--- config.mk ---
export PLATFORM = sky130hd
export DESIGN_NAME = board_status_regs
export DESIGN_NICKNAME = d
export VERILOG_FILES = /design/src/rtl/board_status_pkg.sv /design/src/rtl/board_status_regs.sv
export SDC_FILE = /design/constraint.sdc
export NUM_CORES = 1
export LEC_CHECK = 0
export ABC_AREA = 1
export ABC_CLOCK_PERIOD_IN_PS = 1200
export BUFFER_PORTS_ARGS = -buffer_cell sky130_fd_sc_hd__buf_2
export CORE_MARGIN = 5
export CORE_UTILIZATION = 31
export DETAILED_ROUTE_END_ITERATION = 16
export GPL_ROUTABILITY_DRIVEN = 1
export PLACE_DENSITY = 0.54
export SYNTH_ARGS = -nofsm -noshare
export SYNTH_HDL_FRONTEND = slang
export SYNTH_SLANG_ARGS = --single-unit
--- constraint.sdc ---
create_clock -name clock_in -period 1.2 [get_ports clock_in]
set_input_delay 0.24 -clock clock_in [delete_from_list [all_inputs] [get_ports clock_in]]
set_output_delay 0.24 -clock clock_in [all_outputs]
set_load 0.005 [all_outputs]
--- src/rtl/board_status_pkg.sv ---
/*
 * Constants for the read-only board status register bank: byte offsets,
 * bus bit positions of each status field and the reset-cause encoding.
 * Assumes an 8-bit register port with 16-bit byte addresses; bits are
 * numbered here as bus data bits, bit 0 being the least significant.
 */
//
// How it works
// RULE1: Eight-bit read-only slot address register at offset
// RULE2: Live active-low slot pins, parity above address
// RULE3: Site 1 empty reads one, fitted zero
// RULE4: Site 2 empty reads one, fitted zero
// RULE5: Memory board 1 absent flag, active low
// RULE6: Memory board 2 absent flag, active low
// RULE7: Expansion slot absent flag in second features register
// RULE8: Reset cause kept and readable after reset
// RULE9: Power-up flag after power-on or undervoltage reset
// RULE10: Panel button flag after push button reset
// RULE11: Watchdog stage two flag after its expiry
// RULE12: Backplane reset flags reserved, never set here
// RULE13: Software hard reset flag after fast reset
// RULE14: Both feature registers share one offset
// RULE15: Writes ignored, unused bits carry no meaning
// RULE16: New reset clears old flags, sets one
package board_status_pkg;

    localparam int ADDR_W = 16;
    localparam int DATA_W = 8;

    // Byte offsets of the bank
    localparam logic [15:0] SLOT_ADDR_OFS = 16'h80e8;
    localparam logic [15:0] FEATURES_OFS = 16'h80f0;
    localparam logic [15:0] RESET_CAUSE_OFS = 16'h80f8;

    // Slot address register: parity above the five address pins
    localparam int SLOT_PARITY_BIT = 5;
    localparam int SLOT_ADDR_LSB = 0;

    // Shared features register fields
    localparam int EXP_SLOT_BIT = 7;
    localparam int SITE1_BIT = 4;
    localparam int SITE2_BIT = 3;
    localparam int MEM1_BIT = 1;
    localparam int MEM2_BIT = 0;

    // Reset cause register fields
    localparam int POWERUP_BIT = 0;
    localparam int PANEL_BIT = 1;
    localparam int WATCHDOG_BIT = 2;
    localparam int BP_LINE_BIT = 3;
    localparam int BP_CMD_BIT = 4;
    localparam int SW_HARD_BIT = 5;

    // Index of each cause in the synchronised cause vector
    localparam int CAUSE_POWERUP = 0;
    localparam int CAUSE_PANEL = 1;
    localparam int CAUSE_WATCHDOG = 2;
    localparam int CAUSE_SW_HARD = 3;
    localparam int NUM_CAUSES = 4;

    // Read data reset value and fill for unused bits
    localparam logic [7:0] RDATA_RESET = 8'h00;
    localparam logic [7:0] UNUSED_BITS = 8'h00;

endpackage

--- src/rtl/board_status_regs.sv ---
/*
 * Read-only board status bank: slot address pins, mezzanine and expansion
 * presence pins, and a record of the cause of the most recent board reset.
 * Assumes the board reset controller holds each cause level high through
 * the reset it causes and until at least three clocks after srst_in falls.
 */
`timescale 1ns/1ps
`default_nettype none

module board_status_regs
(
    input wire logic clock_in,
    input wire logic srst_in,
    input wire logic [15:0] addr_in,
    input wire logic [7:0] wdata_in,
    input wire logic wr_strobe_in,
    input wire logic rd_strobe_in,
    output logic [7:0] rdata_out,
    input wire logic slot_parity_n_in,
    input wire logic slot_addr4_n_in,
    input wire logic slot_addr3_n_in,
    input wire logic slot_addr2_n_in,
    input wire logic slot_addr1_n_in,
    input wire logic slot_addr0_n_in,
    input wire logic site1_card_absent_in,
    input wire logic site2_card_absent_in,
    input wire logic mem_board1_absent_in,
    input wire logic mem_board2_absent_in,
    input wire logic expansion_slot_absent_in,
    input wire logic powerup_cause_in,
    input wire logic panel_button_cause_in,
    input wire logic watchdog_stage2_cause_in,
    input wire logic software_hard_cause_in
);

    localparam int NPINS = 11;

    logic [NPINS-1:0] pins_raw;
    logic [NPINS-1:0] pins_meta_q;
    logic [NPINS-1:0] pins_q;
    logic [3:0] cause_raw;
    logic [3:0] cause_meta_q;
    logic [3:0] cause_sync_q;
    logic [3:0] cause_prev_q;
    logic [3:0] cause_rise;
    logic [7:0] last_cause_q;
    logic [7:0] last_cause_d;
    logic [7:0] slot_byte;
    logic [7:0] features_byte;
    logic [7:0] read_mux;
    logic [7:0] rdata_q;

    // Pin vector order: 5..0 slot pins, then presence flags
    assign pins_raw = {expansion_slot_absent_in, mem_board2_absent_in,
                       mem_board1_absent_in, site2_card_absent_in,
                       site1_card_absent_in, slot_parity_n_in,
                       slot_addr4_n_in, slot_addr3_n_in, slot_addr2_n_in,
                       slot_addr1_n_in, slot_addr0_n_in};

    assign cause_raw = {software_hard_cause_in, watchdog_stage2_cause_in,
                        panel_button_cause_in, powerup_cause_in};

    // Board pins are asynchronous; two flops before any use
    always_ff @(posedge clock_in)
    begin
        if (srst_in)
        begin
            pins_meta_q <= '0;
            pins_q <= '0;
        end
        else
        begin
            pins_meta_q <= pins_raw;
            pins_q <= pins_meta_q;
        end
    end

    // Cause levels from the reset controller, same treatment
    always_ff @(posedge clock_in)
    begin
        if (srst_in)
        begin
            cause_meta_q <= 4'h0;
            cause_sync_q <= 4'h0;
            cause_prev_q <= 4'h0;
        end
        else
        begin
            cause_meta_q <= cause_raw;
            cause_sync_q <= cause_meta_q;
            cause_prev_q <= cause_sync_q;
        end
    end

    // A cause still high after release shows as a rise here
    assign cause_rise = cause_sync_q & ~cause_prev_q;

    // Live pin states, no latching
    always_comb
    begin
        slot_byte = board_status_pkg::UNUSED_BITS;
        slot_byte[board_status_pkg::SLOT_ADDR_LSB +: 5] = pins_q[4:0]; // RULE2
        slot_byte[board_status_pkg::SLOT_PARITY_BIT] = pins_q[5]; // RULE2
    end

    // One byte carries both feature views; their bits never overlap
    always_comb
    begin
        features_byte = board_status_pkg::UNUSED_BITS;
        features_byte[board_status_pkg::SITE1_BIT] = pins_q[6]; // RULE3
        features_byte[board_status_pkg::SITE2_BIT] = pins_q[7]; // RULE4
        features_byte[board_status_pkg::MEM1_BIT] = pins_q[8]; // RULE5
        features_byte[board_status_pkg::MEM2_BIT] = pins_q[9]; // RULE6
        features_byte[board_status_pkg::EXP_SLOT_BIT] = pins_q[10]; // RULE7
    end

    // Highest-priority new cause replaces the whole record
    always_comb
    begin
        last_cause_d = last_cause_q;
        if (cause_rise[board_status_pkg::CAUSE_POWERUP])
        begin
            last_cause_d = 8'h00; // RULE16
            last_cause_d[board_status_pkg::POWERUP_BIT] = 1'b1; // RULE9
        end
        else if (cause_rise[board_status_pkg::CAUSE_PANEL])
        begin
            last_cause_d = 8'h00; // RULE16
            last_cause_d[board_status_pkg::PANEL_BIT] = 1'b1; // RULE10
        end
        else if (cause_rise[board_status_pkg::CAUSE_WATCHDOG])
        begin
            last_cause_d = 8'h00; // RULE16
            last_cause_d[board_status_pkg::WATCHDOG_BIT] = 1'b1; // RULE11
        end
        else if (cause_rise[board_status_pkg::CAUSE_SW_HARD])
        begin
            last_cause_d = 8'h00; // RULE16
            last_cause_d[board_status_pkg::SW_HARD_BIT] = 1'b1; // RULE13
        end
        // Backplane causes do not exist on this board
        last_cause_d[board_status_pkg::BP_LINE_BIT] = 1'b0; // RULE12
        last_cause_d[board_status_pkg::BP_CMD_BIT] = 1'b0; // RULE12
    end

    // Deliberately outside srst_in: the record must outlive the reset
    always_ff @(posedge clock_in)
    begin
        last_cause_q <= last_cause_d; // RULE8
    end

    // Address decode; unmapped offsets read zero
    always_comb
    begin
        case (addr_in)
            board_status_pkg::SLOT_ADDR_OFS: read_mux = slot_byte; // RULE1
            board_status_pkg::FEATURES_OFS: read_mux = features_byte; // RULE14
            board_status_pkg::RESET_CAUSE_OFS: read_mux = last_cause_q; // RULE8
            default: read_mux = board_status_pkg::UNUSED_BITS;
        endcase
    end

    // Read data valid only in the cycle after the strobe; writes dropped
    always_ff @(posedge clock_in)
    begin
        if (srst_in)
            rdata_q <= board_status_pkg::RDATA_RESET;
        else if (rd_strobe_in)
            rdata_q <= read_mux; // RULE15
        else
            rdata_q <= board_status_pkg::RDATA_RESET;
    end

    assign rdata_out = rdata_q;
endmodule // board_status_regs

`default_nettype wire

==> metrics.txt <==
clk sinks=between 40 and 50; Starting Density=0.314; Synth Warn #=0; Max Buffers Root-to-Sink=2; Final #Nets=285; xor/xnor share of the synthesized area=0; post-route DRC violation count=0; complex-gate fraction of the synthesized area=0.0159; overall routing resource usage=0.0881; arrival time at the worst endpoint=between 1 and 1.5 ns; worst hold path endpoint=pins_meta_q[2]$_SDFF_PP0_; RR Endpoint=last_cause_q[1]$_SDFFE_PP0P_; Placement Setup Slack=-0.0429 ns; cell count after synthesis=198; antenna-violating nets left=0; RePlAce Congestion=approximately 0.76; reg2reg setup slack=0.30 ns; total power=2.65 mW; pwr/cell area=~1400 mW/mm2; Setup-failing EPs final=0; critical path data required time=~1.4 ns; Post-Synth Adder-Cell Area=0; Layout area overhead=23.1%; CTS tree=done; vias in the first global route=1,090; H-tree levels=2; setup_tns=0 ns; Worst R2R Path Depth=5; Reg area=around 900 um2; cts hold-fix bufs=0; Post-Syn Area=roughly 0.0016 mm2; f_max=around 1.1 GHz; Synthesized Nets=approximately 240; post-synthesis mux area share=0; clk slew on worst S/H paths=around 0.070 ns; Core Region=~0.005 mm2; # rows=26; die width=just over 80 um; Yosys reg bits=between 40 and 50; vias=roughly 1,100; Syn Area/Cell=7.94 um2; post-synthesis sequential area ratio=0.573; final slew viol count=0; Post-CTS Setup Repair Bufs=0; placed inst area=0.00185 mm2; hold path depth=3; outcome=finished, final reports clean; WL/cell=7.80 um; hold path start=slot_addr2_n_in; final worst path period need=between 0.9 and 1 ns; initial antenna violation count=0; DP HPWL=roughly 1.9 mm; area of the multi-input gates=about 460 um2; die area=between 0.006 and 0.007 mm2; Clock Latency Late Sink=~0.28 ns; Post-Place Cells=about 300; RSZ-0062 raised after global routing=no; worst vdd ir=0.718 mV; Simple-Gate Fraction of Synth Area=0.273; Clock Skew=0.00306 ns; total gr overflow=0; Layout Cells excl Fill=~310; n_diodes=0; total CTS buffers=5; Worst setup EP type=flip-flop; main combinational cell family by area after synthesis=simple AND/OR/NAND/NOR gates; fin crit share=0.793; fraction of layout cells with a size suffix above 1=0.273; setup ws final=approximately 0.25 ns; routed wire length=between 2 and 2.5 mm; critical path class=primary input to flip-flop; DR pass1 iterations=4; worst r2r src=cause_sync_q[2]$_SDFF_PP0_; Die H=between 80 and 90 um; max-cap violations=0; CP Max Fanout=13; final instance area=0.00194 mm2; Hold Vio Cnt, Final=0; largest net degree at the start of global routing=18; synth unique cells=17; Fillers=between 500 and 600; Worst Hold Class=primary input to flip-flop; Root Buffer=clkbuf_8; Boundary Pins=51; initial drt markers=17; CTS resizes=0; via/cell ratio=around 3.7; first-pass GRT wire length=4.34 mm; IO buf count=40; Leakage=approximately 0.96 nW; Setup crit start kind=primary input
==> through the flow <==
stage | utilization | hold WS (ns)
after global routing | 0.386 | 0.145
after detailed placement | 0.369 | 0.393
after CTS | 0.386 | 0.144
after global placement | 0.369 | 0.389
final | 0.386 | 0.152
after floorplan | - | 0.347
==> worst max-delay path, stage by stage <==
cell and delay, ns:
buf_2 0.10, nor2_2 0.11, nand2_2 0.07, nor2_4 0.26, nand2_1 0.12, nand3_1 0.10, nand2_1 0.07, nor2_1 0.10
==> registers in the layout, indices dropped and copies added, names as in the netlist <==
name	count
pins_meta_q	11
pins_q	11
rdata_out	7
cause_meta_q	4
cause_prev_q	4
cause_sync_q	4
last_cause_q	4
==> final cells by class <==
cell class / count / share of cell area
tap: 70 / 0.0452
inverter: 48 / 0.0931
clock buffer: 7 / 0.0446
sequential: 45 / 0.465
timing repair buffer: 43 / 0.115
multi-input combinational: 99 / 0.237
==> routing by layer <==
| layer | wire, um | track usage | up-vias |
|---|---|---|---|
| met5 | 0 | 0 | - |
| met4 | 68 | 0.0507 | 0 |
| met3 | 224 | 0.0377 | 4 |
| met2 | 1070 | 0.142 | 32 |
| met1 | 1080 | 0.0966 | 462 |
| li1 | - | - | 649 |
==> cells by family after synthesis <==
family / count (synthesis)
simple gates: 93
buf+inv: 54
flops: 45
other cells: 1
compound gates: 5
==> worst max path at each step <==
stage | from | slack [ns] | endpoint | cells after the start
finish | addr_in[11] | 0.25 | rdata_out[1]$_SDFF_PP0_ | 8
global route | addr_in[11] | 0.15 | rdata_out[1]$_SDFF_PP0_ | 8
CTS | rdata_out[1]$_SDFF_PP0_ | 0.24 | rdata_out[1] | 1
detailed placement | addr_in[11] | -0.04 | rdata_out[1]$_SDFF_PP0_ | 8
global placement | addr_in[11] | -0.04 | rdata_out[1]$_SDFF_PP0_ | 8
floorplan | addr_in[11] | 0.23 | rdata_out[4]$_SDFF_PP0_ | 8
==> power by group <==
part           internal (mW)  leakage (nW)  switching (mW)
Clock                  0.456        0.0443           0.434
Sequential              1.56         0.370          0.0216
Combinational         0.0826         0.548          0.0915
Total                   2.10         0.963           0.547
==> placed cells by master (no fill, tap or decap), drive strengths merged <==
cell type	synthesis	final
or2	1	1
a21oi	5	5
nor3	1	1
conb	1	1
inv	48	48
buf	2	43
nand4	2	2
nand2	21	21
nand3	13	13
nor2	55	55
clkbuf	4	7
dfxtp	45	45
==> cells in the mapped netlist <==
cell type	number	area, um2
a21oi_1	5	25.0
buf_4	1	7.51
buf_6	1	11.3
clkbuf_1	4	15.0
conb_1	1	3.75
dfxtp_1	45	901
inv_1	46	173
inv_2	2	7.51
nand2_1	16	60.1
nand2_2	5	31.3
nand3_1	13	65.1
nand4_1	2	12.5
nor2_1	46	173
nor2_2	5	31.3
nor2_4	4	45.0
nor3_1	1	5.00
or2_2	1	6.26
Note: power is estimated with default switching activity, not from simulation.
